File: src/txcfg_pkg.sv
// Shared constants and types for the transmitter serial configuration link
`default_nettype none
package txcfg_pkg;
  // ----------------------------------------------------------------
  // Clock and timing
  // ----------------------------------------------------------------
  localparam int CLK_PERIOD_NS = 100;
  localparam int SCK_HALF_NS = 250;
  localparam int SCK_HALF_CYC = (SCK_HALF_NS + CLK_PERIOD_NS - 1) / CLK_PERIOD_NS;
  localparam int RESET_MIN_NS = 10000;
  localparam int RESET_MIN_CYC = (RESET_MIN_NS + CLK_PERIOD_NS - 1) / CLK_PERIOD_NS;
  localparam int XTO_START_DEF = 16;
  localparam int PLL_LOCK_DEF = 8;
  // ----------------------------------------------------------------
  // Configuration word layout
  // ----------------------------------------------------------------
  localparam int CFG_BITS = 32;
  localparam logic [5:0] CFG_BITS_CNT = 6'h20;
  localparam logic [31:0] CFG_RESET = 32'h0000_0000;
  localparam int BIT_CLK_ONLY = 31;
  localparam int BIT_VCO_BAND = 30;
  localparam int CARRIER_FREQUENCY_WORD_LSB = 15;
  localparam int CARRIER_FREQUENCY_WORD_W = 15;
  localparam int FSK_DEVIATION_WORD_LSB = 7;
  localparam int FSK_DEVIATION_WORD_W = 8;
  localparam int BIT_DIV_SEL = 6;
  localparam int PWR_LSB = 2;
  localparam int PWR_W = 4;
  localparam int BIT_MOD_SEL = 1;
  localparam int BIT_CLK_ON = 0;
  // ----------------------------------------------------------------
  // Host command registers
  // ----------------------------------------------------------------
  localparam logic [3:0] HREG_CFG = 4'h0;
  localparam logic [3:0] HREG_CTRL = 4'h4;
  localparam logic [3:0] HREG_STATUS = 4'h8;
  localparam int CTRL_PROGRAM = 0;
  localparam int CTRL_POWER_DOWN = 1;
  localparam int CTRL_REPROGRAM = 2;
  localparam int CTRL_TX_DATA = 3;
  localparam int STAT_BUSY = 0;
  localparam int STAT_PROGRAMMED = 1;
  localparam int STAT_TX_DATA = 3;
  // ----------------------------------------------------------------
  // Operating modes
  // ----------------------------------------------------------------
  typedef enum logic [3:0] {
    TXCFG_OFF, TXCFG_STARTUP1, TXCFG_STARTUP2, TXCFG_TX1, transmit_with_pa_state,
    TXCFG_CLK_ONLY, TXCFG_RESET_REG, TXCFG_CONFIG1, TXCFG_CONFIG2
  } txcfg_mode_t;
  typedef enum logic [2:0] {
    TXCFG_H_OFF, TXCFG_H_LEAD, TXCFG_H_SHIFT_LO, TXCFG_H_SHIFT_HI,
    TXCFG_H_XMIT, TXCFG_H_RH_HOLD, TXCFG_H_RH_EN
  } txcfg_hstate_t;
endpackage
`default_nettype wire
File: src/txcfg_link_if.sv
// Three-wire serial link between host controller and transmitter
`timescale 1ns/1ns
`default_nettype none
interface txcfg_link_if;
  logic enable;
  logic sclk;
  logic serial_data_modulation_in;
  modport host (output enable, output sclk, output serial_data_modulation_in);
  modport dev (input enable, input sclk, input serial_data_modulation_in);
endinterface // txcfg_link_if
`default_nettype wire

File: src/txcfg_device.sv
// Transmitter end: serial configuration capture and operating mode control
`timescale 1ns/1ns
`default_nettype none
module txcfg_device
  import txcfg_pkg::*;
#(
  parameter int XTO_START_CYCLES = XTO_START_DEF,
  parameter int PLL_LOCK_CYCLES = PLL_LOCK_DEF
)
(
  input wire logic clock,
  input wire logic reset_n,
  txcfg_link_if.dev link,
  output logic [31:0] config_word,
  output logic config_valid,
  output logic clk_only_select,
  output logic vco_band_select,
  output logic [14:0] carrier_frequency_word,
  output logic [7:0] fsk_deviation_word,
  output logic clock_divider_select,
  output logic [3:0] pa_power_level,
  output logic modulation_select,
  output logic clock_output_enable,
  output txcfg_mode_t mode,
  output logic crystal_oscillator,
  output logic pll_on,
  output logic pa_on,
  output logic clock_output_driver,
  output logic clock_out,
  output logic tx_modulation,
  output logic rf_ask_key
);
  // ----------------------------------------------------------------
  // State
  // ----------------------------------------------------------------
  typedef struct packed {
    txcfg_mode_t mode;
    logic [31:0] shift;
    logic [5:0] cnt;
    logic done;
    logic [31:0] cfg;
    logic sclk_q;
    logic [15:0] xto_cnt;
    logic xto_rdy;
    logic [15:0] lock_cnt;
    logic [7:0] hold_cnt;
    logic [2:0] div;
    logic clk_o;
    logic tx_mod;
  } txcfg_dev_state_t;

  txcfg_dev_state_t s_r;
  txcfg_dev_state_t s_nxt;

  function automatic logic drv_mode(input txcfg_mode_t m);
    drv_mode = (m == TXCFG_TX1) || (m == transmit_with_pa_state) || (m == TXCFG_CLK_ONLY) ||
               (m == TXCFG_RESET_REG) || (m == TXCFG_CONFIG1) || (m == TXCFG_CONFIG2);
  endfunction

  logic en;
  logic sd;
  logic sck_rise;
  logic sck_fall;
  logic hold_met;
  logic drv_on;

  assign en = link.enable;
  assign sd = link.serial_data_modulation_in;
  assign sck_rise = link.sclk & ~s_r.sclk_q;
  assign sck_fall = ~link.sclk & s_r.sclk_q;
  // Count already holds the cycles before this one, so this is the last one
  assign hold_met = (s_r.hold_cnt >= 8'(RESET_MIN_CYC - 1));
  assign drv_on = drv_mode(s_r.mode) & s_r.cfg[BIT_CLK_ON];

  // ----------------------------------------------------------------
  // Next state
  // ----------------------------------------------------------------
  always_comb
  begin
    s_nxt = s_r;
    s_nxt.sclk_q = link.sclk;
    // Serial capture
    if (!en)
    begin
      s_nxt.cnt = 6'h00;
      s_nxt.done = 1'b0;
    end
    else if (!s_r.done && (s_r.mode != TXCFG_OFF) && (s_r.mode != TXCFG_RESET_REG))
    begin
      // Gating on done drops every later clock edge
      if (sck_rise && (s_r.cnt < CFG_BITS_CNT))
      begin
        s_nxt.shift = {s_r.shift[30:0], sd};
        s_nxt.cnt = s_r.cnt + 6'h01;
      end
      else if (sck_fall && (s_r.cnt == CFG_BITS_CNT))
      begin
        s_nxt.cfg = s_r.shift;
        s_nxt.done = 1'b1;
      end
    end
    // Data pin only reaches the modulator after a full word
    s_nxt.tx_mod = s_r.done & en & sd;
    // Oscillator start-up, stopped only in the off mode
    if (s_r.mode == TXCFG_OFF)
    begin
      s_nxt.xto_cnt = 16'h0000;
      s_nxt.xto_rdy = 1'b0;
    end
    else if (!s_r.xto_rdy)
    begin
      s_nxt.xto_cnt = s_r.xto_cnt + 16'h0001;
      s_nxt.xto_rdy = (s_r.xto_cnt >= 16'(XTO_START_CYCLES - 1));
    end
    // Reprogram-hold qualification
    if (!en && sd)
    begin
      if (!hold_met)
      begin
        s_nxt.hold_cnt = s_r.hold_cnt + 8'h01;
      end
    end
    else
    begin
      s_nxt.hold_cnt = 8'h00;
    end
    // Mode sequencing
    case (s_r.mode)
      TXCFG_OFF:
      begin
        if (en)
        begin
          s_nxt.mode = TXCFG_STARTUP1;
        end
      end
      TXCFG_STARTUP1:
      begin
        if (s_r.xto_rdy)
        begin
          s_nxt.mode = TXCFG_STARTUP2;
        end
      end
      TXCFG_STARTUP2, TXCFG_CONFIG1:
      begin
        if (s_r.done && s_r.cfg[BIT_CLK_ONLY])
        begin
          s_nxt.mode = TXCFG_CLK_ONLY;
        end
        else if (s_r.done)
        begin
          s_nxt.mode = (s_r.mode == TXCFG_STARTUP2) ? TXCFG_TX1 : TXCFG_CONFIG2;
          s_nxt.lock_cnt = 16'h0000;
        end
      end
      TXCFG_TX1, TXCFG_CONFIG2:
      begin
        // PA waits for the loop to settle
        s_nxt.lock_cnt = s_r.lock_cnt + 16'h0001;
        if (s_r.lock_cnt >= 16'(PLL_LOCK_CYCLES - 1))
        begin
          s_nxt.mode = transmit_with_pa_state;
        end
      end
      TXCFG_RESET_REG:
      begin
        if (en)
        begin
          s_nxt.mode = TXCFG_CONFIG1;
        end
      end
      transmit_with_pa_state, TXCFG_CLK_ONLY:
      begin
        s_nxt.mode = s_r.mode;
      end
      default:
      begin
        s_nxt.mode = TXCFG_OFF;
      end
    endcase
    // Enable low with data low, or with a qualified hold, overrides the sequence above
    if (!en && !sd)
    begin
      s_nxt.mode = TXCFG_OFF;
    end
    else if (!en && hold_met && (s_r.mode != TXCFG_OFF))
    begin
      s_nxt.mode = TXCFG_RESET_REG;
    end
    // Clock output divider
    s_nxt.div = drv_on ? (s_r.div + 3'h1) : 3'h0;
    s_nxt.clk_o = drv_on & (s_r.cfg[BIT_DIV_SEL] ? s_r.div[1] : s_r.div[2]);
  end

  always_ff @(posedge clock)
  begin
    if (!reset_n)
    begin
      s_r <= '0;
    end
    else
    begin
      s_r <= s_nxt;
    end
  end

  // ----------------------------------------------------------------
  // Decoded configuration
  // ----------------------------------------------------------------
  assign config_word = s_r.cfg;
  assign config_valid = s_r.done;
  assign clk_only_select = s_r.cfg[BIT_CLK_ONLY];
  assign vco_band_select = s_r.cfg[BIT_VCO_BAND];
  assign carrier_frequency_word = s_r.cfg[CARRIER_FREQUENCY_WORD_LSB +: CARRIER_FREQUENCY_WORD_W];
  assign fsk_deviation_word = s_r.cfg[FSK_DEVIATION_WORD_LSB +: FSK_DEVIATION_WORD_W];
  assign clock_divider_select = s_r.cfg[BIT_DIV_SEL];
  assign pa_power_level = s_r.cfg[PWR_LSB +: PWR_W];
  assign modulation_select = s_r.cfg[BIT_MOD_SEL];
  assign clock_output_enable = s_r.cfg[BIT_CLK_ON];

  // ----------------------------------------------------------------
  // Block activity
  // ----------------------------------------------------------------
  assign mode = s_r.mode;
  assign crystal_oscillator = (s_r.mode != TXCFG_OFF);
  assign pll_on = (s_r.mode == TXCFG_STARTUP2) || (s_r.mode == TXCFG_TX1) ||
                  (s_r.mode == transmit_with_pa_state) || (s_r.mode == TXCFG_CONFIG2);
  assign pa_on = (s_r.mode == transmit_with_pa_state);
  assign clock_output_driver = drv_on;
  assign clock_out = s_r.clk_o;
  assign tx_modulation = s_r.tx_mod;
  // In FSK the PA stays on and the loop shifts frequency instead
  assign rf_ask_key = pa_on & (s_r.cfg[BIT_MOD_SEL] ? s_r.tx_mod : 1'b1);

endmodule // txcfg_device
`default_nettype wire

File: src/flat_wrapper.sv
// flat-port wrapper written by rule: the top's interface ports become plain ports
module txcfg_device_flat import txcfg_pkg::*;
#(
  parameter int XTO_START_CYCLES = XTO_START_DEF,
  parameter int PLL_LOCK_CYCLES = PLL_LOCK_DEF
)
  (clock, reset_n, config_word, config_valid, clk_only_select, vco_band_select, carrier_frequency_word, fsk_deviation_word, clock_divider_select, pa_power_level, modulation_select, clock_output_enable, mode, crystal_oscillator, pll_on, pa_on, clock_output_driver, clock_out, tx_modulation, rf_ask_key, link_enable, link_sclk, link_serial_data_modulation_in);
  txcfg_link_if link_i ();
  input wire logic clock;
  input wire logic reset_n;
  output logic [31:0] config_word;
  output logic config_valid;
  output logic clk_only_select;
  output logic vco_band_select;
  output logic [14:0] carrier_frequency_word;
  output logic [7:0] fsk_deviation_word;
  output logic clock_divider_select;
  output logic [3:0] pa_power_level;
  output logic modulation_select;
  output logic clock_output_enable;
  output txcfg_mode_t mode;
  output logic crystal_oscillator;
  output logic pll_on;
  output logic pa_on;
  output logic clock_output_driver;
  output logic clock_out;
  output logic tx_modulation;
  output logic rf_ask_key;
  input wire logic [$bits(link_i.enable)-1:0] link_enable;
  input wire logic [$bits(link_i.sclk)-1:0] link_sclk;
  input wire logic [$bits(link_i.serial_data_modulation_in)-1:0] link_serial_data_modulation_in;
  assign link_i.enable = link_enable;
  assign link_i.sclk = link_sclk;
  assign link_i.serial_data_modulation_in = link_serial_data_modulation_in;
  txcfg_device #(.XTO_START_CYCLES(XTO_START_CYCLES), .PLL_LOCK_CYCLES(PLL_LOCK_CYCLES)) u_core (.clock(clock), .reset_n(reset_n), .link(link_i), .config_word(config_word), .config_valid(config_valid), .clk_only_select(clk_only_select), .vco_band_select(vco_band_select), .carrier_frequency_word(carrier_frequency_word), .fsk_deviation_word(fsk_deviation_word), .clock_divider_select(clock_divider_select), .pa_power_level(pa_power_level), .modulation_select(modulation_select), .clock_output_enable(clock_output_enable), .mode(mode), .crystal_oscillator(crystal_oscillator), .pll_on(pll_on), .pa_on(pa_on), .clock_output_driver(clock_output_driver), .clock_out(clock_out), .tx_modulation(tx_modulation), .rf_ask_key(rf_ask_key));
endmodule
File: config.mk
export PLATFORM = sky130hd
export DESIGN_NAME = txcfg_device_flat
export DESIGN_NICKNAME = d
export VERILOG_FILES = /design/src/txcfg_pkg.sv /design/src/txcfg_link_if.sv /design/src/txcfg_device.sv /design/src/flat_wrapper.sv
export SDC_FILE = /design/constraint.sdc
export NUM_CORES = 1
export LEC_CHECK = 0
export BUFFER_PORTS_ARGS = -buffer_cell sky130_fd_sc_hd__buf_2
export CAP_MARGIN = 30
export CORE_MARGIN = 3
export CORE_UTILIZATION = 55
export CTS_CLUSTER_SIZE = 30
export DETAILED_ROUTE_END_ITERATION = 7
export MAX_ROUTING_LAYER = met4
export PLACE_DENSITY_LB_ADDON = 0.12
export SLEW_MARGIN = 10
export SYNTH_ARGS = -nofsm -noshare
export SYNTH_HDL_FRONTEND = slang
export SYNTH_SLANG_ARGS = --single-unit
File: constraint.sdc
create_clock -name clock -period 3.1 [get_ports clock]
set_clock_uncertainty 0.15 [all_clocks]
set_input_delay 0.155 -clock clock [delete_from_list [all_inputs] [get_ports clock]]
set_output_delay 0.155 -clock clock [all_outputs]
set_load 0.005 [all_outputs]
; ---- Word level (Yosys, flattened, before mapping)
; Cells that the tools add are included.
[word_totals]
output_inout_bits = 76
ff_bits = 122
inputBits = 5
elab_cells = 112
[op_classes]
n_eq_ne = 23
order_cmp = 4
add_sub_neg = 5
n_reduce_logical = 39
muxes = 15
bitwise = 12
[ops]
columns = op, count
row1 = $add 16x1->16 const B, 2
row2 = $mux 16, 2
row3 = $pmux 16 s2, 1
row4 = $mux 4, 7
row5 = $pmux 4 s6, 1
row6 = $eq 4x3->1 const B, 4
row7 = $ge 16x3->1 const B, 1
row8 = $ge 16x4->1 const B, 1
row9 = $reduce_and 6->1, 2
row10 = $reduce_or 2->1, 5
row11 = $logic_and 1x1->1, 9
row12 = $ne 3x1->1 const B, 3
row13 = $reduce_and 3->1, 3
row14 = $add 8x1->8 const B, 1
row15 = $eq 4x2->1 const B, 2
row16 = $ge 8x7->1 const B, 1
row17 = $logic_or 1x1->1, 8
row18 = $ne 2x1->1 const B, 4
row19 = $reduce_and 2->1, 4
row20 = $and 1x1->1, 7
row21 = $add 6x1->6 const B, 1
row22 = $eq 6x6->1 const B, 1
row23 = $lt 6x6->1 const B, 1
row24 = $ne 2x2->1 const B, 3
row25 = 15 further kinds, 24

; ---- Depth between registers and ports, before layout
; Gate-level depths: netlist (run 1).
[logic_depth]
ltp_word = 8
depth_mapped = 8
mapped_depth_nobuf = 7

; ---- Worst setup path after synthesis (run 1)
; No wires, ideal clock.
[synth_path]
kind = reg2reg
from = reg u_core.s_r, in the netlist u_core.mode[0]
to = reg u_core.s_r[24] (netlist name)
path_buffers = 1
setup_slack_ns = 1.132
period_less_slack_ns = 1.968
required_time_ns = 2.834
arrival_ns = 1.702
setup_time_ns = 0.116
path_stages_with_launch = 7
cell_sequence = dfxtp_1 > buf_6 > nor4b_4 > o2111ai_2 > a211oi_4 > a31oi_1 > a41o_1
[synth_via]
elab_chain_cells = 4
word_cells_on_any_way = 11
cone_classes = eq/ne: 6 / mux: 1 / reduce/logical: 4
[synth_rtl]
columns = item, line_no
row1 = "start, declared", txcfg_device.sv:52  ; txcfg_dev_state_t s_r;
row2 = "start signal, assigned", txcfg_device.sv:202  ; s_r <= s_nxt;
row3 = $eq 4x2->1 (tied with other cells), txcfg_device.sv:128  ; case (s_r.mode)
row4 = $reduce_or 2->1, txcfg_device.sv:128
row5 = $ne 2x1->1 (no source line) (tied with other cells), n/a
row6 = $reduce_and 3->1 (no source line), n/a
; Parallel ways exist; a longest one is shown, timed or not.
; A chain may end at the register's enable or synchronous reset.

; ---- Worst setup path in the final report (run 1)
[layout_path]
from = reg u_core.s_r, in the netlist u_core.mode[2]
to = out rf_ask_key
[layout_via]
elab_chain_cells = 2
[layout_rtl]
columns = item, line_no
row1 = $eq 4x3->1, txcfg_device.sv:227  ; assign pa_on = (s_r.mode == transmit_with_pa_state);
row2 = $and 1x1->1, txcfg_device.sv:232  ; assign rf_ask_key = pa_on & (s_r.cfg[BIT_MOD_SEL] ? s_r.tx_mod : 1'b1);
row3 = "end, declared", flat_wrapper.sv:28  ; output logic rf_ask_key;
; Every way passes these cells.

==> flow_summary.yaml, run 1 <==
setup_path:
  worstRegToRegCells: 5
  reg2reg_to: "u_core.mode[3]"
  critPathTopFamily: "flip-flops"
  slowest_stage: "dfxtp_1"
  cp_slowest_stage_delay_ps: 690
  cp.required_ps: 2790
  ff2ff_setup_slack_ps: 790
  r2r_start: "u_core.mode[2]"
  worst-path-buf-inv: 1
  cp.arrival_ps: 2070
  crit_type: "flip-flop to output pin"
  endpoint_kind: "output pin"
  critPathMaxFanout: 16
  cp_cell_sequence: "nor2b_1 -> and2_1 -> a21boi_0 -> buf_2"
  start_kind: "flip-flop"
logic_synthesis:
  synth_most_common_cell: "dfxtp_1"
  synth.area.top_cells: "dfxtp_1, buf_4, mux2i_1"
  synth_nets: 664
  synth_top_area_share_pct: 42.2
  syn-mean-instance-area_um2: 8.87
  synthTopCellsByCount: "dfxtp_1, nand2_1, buf_4, nor2_1, nor2b_1"
  synth-seq-area-share_pct: 42.2
  synth_area_leader_cell: "dfxtp_1"
  synth_warnings: 0
  async_flop_share_pct: 0
  syn_inst: 653
  yosys_most_used_dff: "dfxtp_1"
  ys_seq_elements: 122
  synth_area_mm2: 0.00579
  synth_edf_count: 0
  ys_types: 56
placement:
  dpl.cell_count: 780
  io_buffers: 80
  gp_congestion: 0.845
  hpwl_mm: 7.34
  place_area_mm2: 0.00579
routing:
  detailedRoute.firstIterationViolations: 270
  drcViolationCount: 0
  avgRoutedWirePerCell_um: 13.5
  postRouteAntennaNets: 0
  vias: 4260
  wirelength_mm: 11.0
  drt_first_pass_iters: 4
  drt-vias-per-instance: 5.23
timing:
  rsz0062_at_grt: "false"
  finalCritPeriodShare_pct: 76.7
  finalHoldViolCount: 0
  tns_ps: 0
  holdWs_ps: 20.9
  maxSlewHeadroom_pct: 60.0
  drv_slew: 0
  maxClockFrequency_ghz: 0.420
  worst_pin_slew_ps: 598
  period_needed_ps: 2380
  setup-violations-final: 0
power:
  vdd_drop_max_mv: 0.395
  total_power_uw: 3850
  powerDensity_mw_per_mm2: 605
  leakagePower_uw: 0.00275
floorplan:
  die_y_um: 109
  die_area_mm2: 0.0118
  die_x_um: 109
  start_util_pct: 57.9
  coreArea_mm2: 0.0100
  ioPinCount: 81
  rows: 36
clocking:
  cts_resized: 0
  cts_num_sinks: 122
  ctsHoldBuffers: 4
  clk_latency_ps: 530
  cts_made_buffers: 17
  htree_num_levels: 4
  clockRootBuffer: "clkbuf_8"
  post_cts.repair.setup_buffers: 0
  tritoncts: "done"
  cts_buffer_depth: 2
  clkSlewWorstSetupHoldPaths_ps: 60
finish:
  drive_gt1_share_pct: 17.8
  stdcell_area_mm2: 0.00636
  diodes: 0
  syn_to_final_growth_pct: 9.88
  nets: 681
  fin_cells: 814
global_route:
  grt_max_degree: 42
  overflow: 0
  grt_usage_pct: 20.5
  grt_pass1_wl_mm: 18.5
  grt_pass1_vias: 4025
  antenna_found_initial: 0
min_path:
  holdPathStages: 2
  hold_end: "u_core.s_r[113]"
  min-delay-start: "reset_n"
  hold_path_class: "input port to flip-flop"
outcome:
  status: "finished clean"
flow_run:
  cap_violations: 0
-- per-layer routing --
layer | up-vias | GRT usage, % | share of wire (%)
met3 | 13 | 7.04 | 6.0
li1 | 2191 | - | -
met4 | 0 | 7.75 | 1.0
met5 | - | - | 0
met2 | 93 | 32.3 | 46
met1 | 1963 | 24.2 | 46
-- cells in the final DEF, fill, tap and decap left out, types with 9 or more instances in the layout --
cell,netlist,layout
dfxtp_1,122,122
a21boi_0,15,15
nand3_1,11,11
o21ai_0,10,10
nor2_1,52,52
clkbuf_16,0,16
mux2i_1,38,38
nor2b_1,41,41
xnor2_1,12,12
a21oi_1,14,14
buf_2,8,80
xor2_1,15,15
nand2_1,100,100
a21boi_1,19,19
inv_1,9,9
-- flip-flops by register name, summed over array words and instances (netlist names) --
name                  cells
u_core.clock_out          1
u_core.config_valid       1
u_core.config_word       32
u_core.mode               4
u_core.s_r               83
u_core.tx_modulation      1
-- kinds of logic (layout without fill, tap and decap cells) --
kind of cell,count (synthesis),count (layout),synth area share (%)
flops,122,122,42.2
xor+xnor,27,27,4.08
buf+inv,102,130,11.3
simple gates,266,266,22.8
mux,38,38,6.57
fa+ha+maj,7,7,1.47
compound gates,91,91,11.7
-- layout make-up --
| cell class | instances | area [µm²] |
|---|---|---|
| Inverter | 9 | 33.8 |
| Multi-Input combinational cell | 429 | 2700 |
| Clock inverter | 2 | 35.0 |
| Sequential cell | 122 | 2440 |
| Tap cell | 133 | 166 |
| Clock buffer | 28 | 495 |
| Timing Repair Buffer | 91 | 493 |
| Fill cell | 879 | 3640 |
-- where the power goes --
group,switching (µW),internal [µW]
sequential,65.4,1590
combinational,259,164
clock,630,1140
-- how the worst max path moves through the flow --
stage              startpoint  slack [ps]  cells after the start              end
3_5_place_dp   u_core.mode[1]         820                      6  u_core.s_r[112]
4_1_cts        u_core.mode[2]         700                      4       rf_ask_key
5_1_grt        u_core.mode[2]         560                      4       rf_ask_key
2_1_floorplan  u_core.mode[0]        1130                      6   u_core.s_r[24]
3_3_place_gp   u_core.mode[2]         830                      5   u_core.mode[3]
6_report       u_core.mode[2]         720                      4       rf_ask_key
-- stage by stage --
step,setup WS [ps],utilization (%)
after floorplan,1130,-
after global placement,826,57.9
after detailed placement,817,57.9
after CTS,696,63.6
after global routing,564,63.6
final,721,63.6
No activity file was read; power rests on OpenSTA's default activity.
==> inputs of run 2 (changes only) <==
Settings changed: CORE_UTILIZATION 55 to 52.
Clock period 3.1 ns to 1.95 ns, I/O delays scaled along.
==> run 2 against run 1 <==
Compared with the run above: the flow now finishes with violations (negative setup slack); hold slack improved by 220 ps; first-iteration DRC count fell by 13%; critical path depth rose by 3; sequential power rose by 57%; via count rose by 5.4%; clock power rose by 69%; sequential cell count did not move; highest routed layer unchanged.
==> flow_summary.yaml, run 2 (same netlist as run 1, synthesis figures left out) <==
timing:
  maxSlewHeadroom_pct: 67.0
  worst_pin_slew_ps: 495
  maxClockFrequency_ghz: 0.510
  rsz0062_at_grt: "true"
  finalHoldViolCount: 0
  setup_ws_ps: -11.7
  drv_slew: 0
  setup-violations-final: 1
  period_needed_ps: 1960
  finalCritPeriodShare_pct: 101
floorplan:
  die_y_um: 112
  rows: 37
  start_util_pct: 54.8
  coreArea_mm2: 0.0106
  die_x_um: 112
  ioPinCount: 81
  die_area_mm2: 0.0124
finish:
  nets: 720
  diodes: 0
  syn_to_final_growth_pct: 20.0
  top_register: "u_core.s_r"
  drive_gt1_share_pct: 27.4
  largest_register_ff_count: 83
  mostFrequentLayoutCells: "dfxtp_1, nand2_1, buf_2, nor2_1, nor2b_1"
  layout_commonest_cell: "dfxtp_1"
clocking:
  clockRootBuffer: "clkbuf_8"
  cts_made_buffers: 17
  htree_num_levels: 4
  clk_latency_ps: 510
  cts_num_sinks: 122
  tritoncts: "done"
  cts_buffer_depth: 2
  clkSlewWorstSetupHoldPaths_ps: 60
routing:
  drt-vias-per-instance: 5.23
  avgRoutedWirePerCell_um: 14.5
  drcViolationCount: 0
  wirelength_mm: 12.4
  vias: 4488
  drt_first_pass_iters: 4
  detailedRoute.firstIterationViolations: 236
  postRouteAntennaNets: 0
setup_path:
  start_kind: "flip-flop"
  cp.required_ps: 2210
  endpoint_kind: "flip-flop"
  critPathMaxFanout: 5
  crit_type: "flip-flop to flip-flop"
  worst-path-buf-inv: 2
  slowest_stage: "dfxtp_4"
  cp_slowest_stage_delay_ps: 360
  cp_cell_sequence: "nor4b_4 -> buf_4 -> o2111ai_4 -> a211oi_4 -> buf_6 -> a31oi_1 -> a41o_1"
  critPathTopFamily: "compound AO/OA/AOI/OAI gates"
  cp.arrival_ps: 2220
power:
  powerDensity_mw_per_mm2: 964
  intPower_uw: 4940
  total_power_uw: 6700
  power_switching_uw: 1760
  leakagePower_uw: 0.00301
  clockPowerShare_pct: 44.6
  p_seq_share_pct: 38.8
  switching_share_pct: 26.3
  vdd_drop_max_mv: 0.640
  combPwrFrac_pct: 16.6
placement:
  io_buffers: 80
  post-place-ws_ps: -39.1
  gp_congestion: 0.933
  hpwl_mm: 8.05
outcome:
  violations: "negative setup slack"
  status: "finished, violations left"
global_route:
  grt_usage_pct: 20.3
  grt_max_degree: 39
  antenna_found_initial: 0
  grt_pass1_vias: 4352
  grt_pass1_wl_mm: 20.6
  overflow: 0
min_path:
  hold_path_class: "input port to flip-flop"
flow_run:
  cap_violations: 0
==> run 2: changes by cell type in the layout (fill, tap and decap cells not counted), moves of 4 or more <==
cell	before	now
buf_12	0	4
buf_6	0	6
clkinvlp_4	0	5
clkbuf_1	7	1
dfxtp_1	122	117
buf_4	7	33
clkinv_2	1	5
==> run 2: worst paths after layout <==
kind	start	to	slack [ps]	depth (start not counted)
worst max-delay path	u_core.mode[0]	u_core.s_r[22]	-10	7
worst min-delay path	link_sclk	u_core.s_r[46]	240	3
worst max register to register	u_core.mode[0]	u_core.s_r[22]	-10	7
worst min register to register	u_core.s_r[2]	u_core.s_r[2]	290	1
==> run 2: metrics by stage <==
stage	hold WS [ps]	utilization (%)	cells	TNS, ps	instance area (µm²)
after global placement	201	57.4	812	0	6060
final	240	65.8	858	-11.7	6950
after CTS	213	63.9	851	0	6740
after detailed placement	204	57.4	812	-192	6060
after floorplan	61.3	-	653	0	5790
after global routing	243	65.8	858	-1120	6950
==> run 2: repair_timing <==
item	4_1_cts	5_1_grt
buffers inserted	2	6
setup endpoints to repair	12	58
pin swaps	6	10
cloned	0	2
hold endpoints to repair	54	0
hold buffers	5	0
gates resized for setup	18	32
==> run 2: per-layer routing <==
metal | share of wire, % | vias to the layer above | track usage, % | routed length [µm]
li1 | - | 2265 | - | -
met1 | 47 | 2102 | 25.8 | 5790
met2 | 47 | 99 | 31.6 | 5810
met3 | 4.6 | 22 | 4.67 | 567
met4 | 1.9 | 0 | 7.79 | 232
met5 | 0 | - | - | 0
==> run 2: cell type report <==
type                            instances  area, µm²
Timing Repair Buffer                  130        886
Multi-Input combinational cell        429       2830
Fill cell                             882       3610
Clock inverter                         12        124
Inverter                                9       37.5
Tap cell                              136        170
Clock buffer                           20        445
Sequential cell                       122       2460
==> run 2: power groups by stage <==
stage / combinational, µW / sequential, µW / clock [µW]
after global routing: 1210 / 2600 / 3170
after CTS: 981 / 2590 / 3040
after detailed placement: 889 / 2640 / 0
final: 1110 / 2600 / 2990
after global placement: 872 / 2630 / 0
after floorplan: 595 / 2620 / 0
==> run 2: worst min-delay path, stage by stage <==
cell and delay (ps):
dlygate4sd3_1 520, buf_2 140, and2_1 120
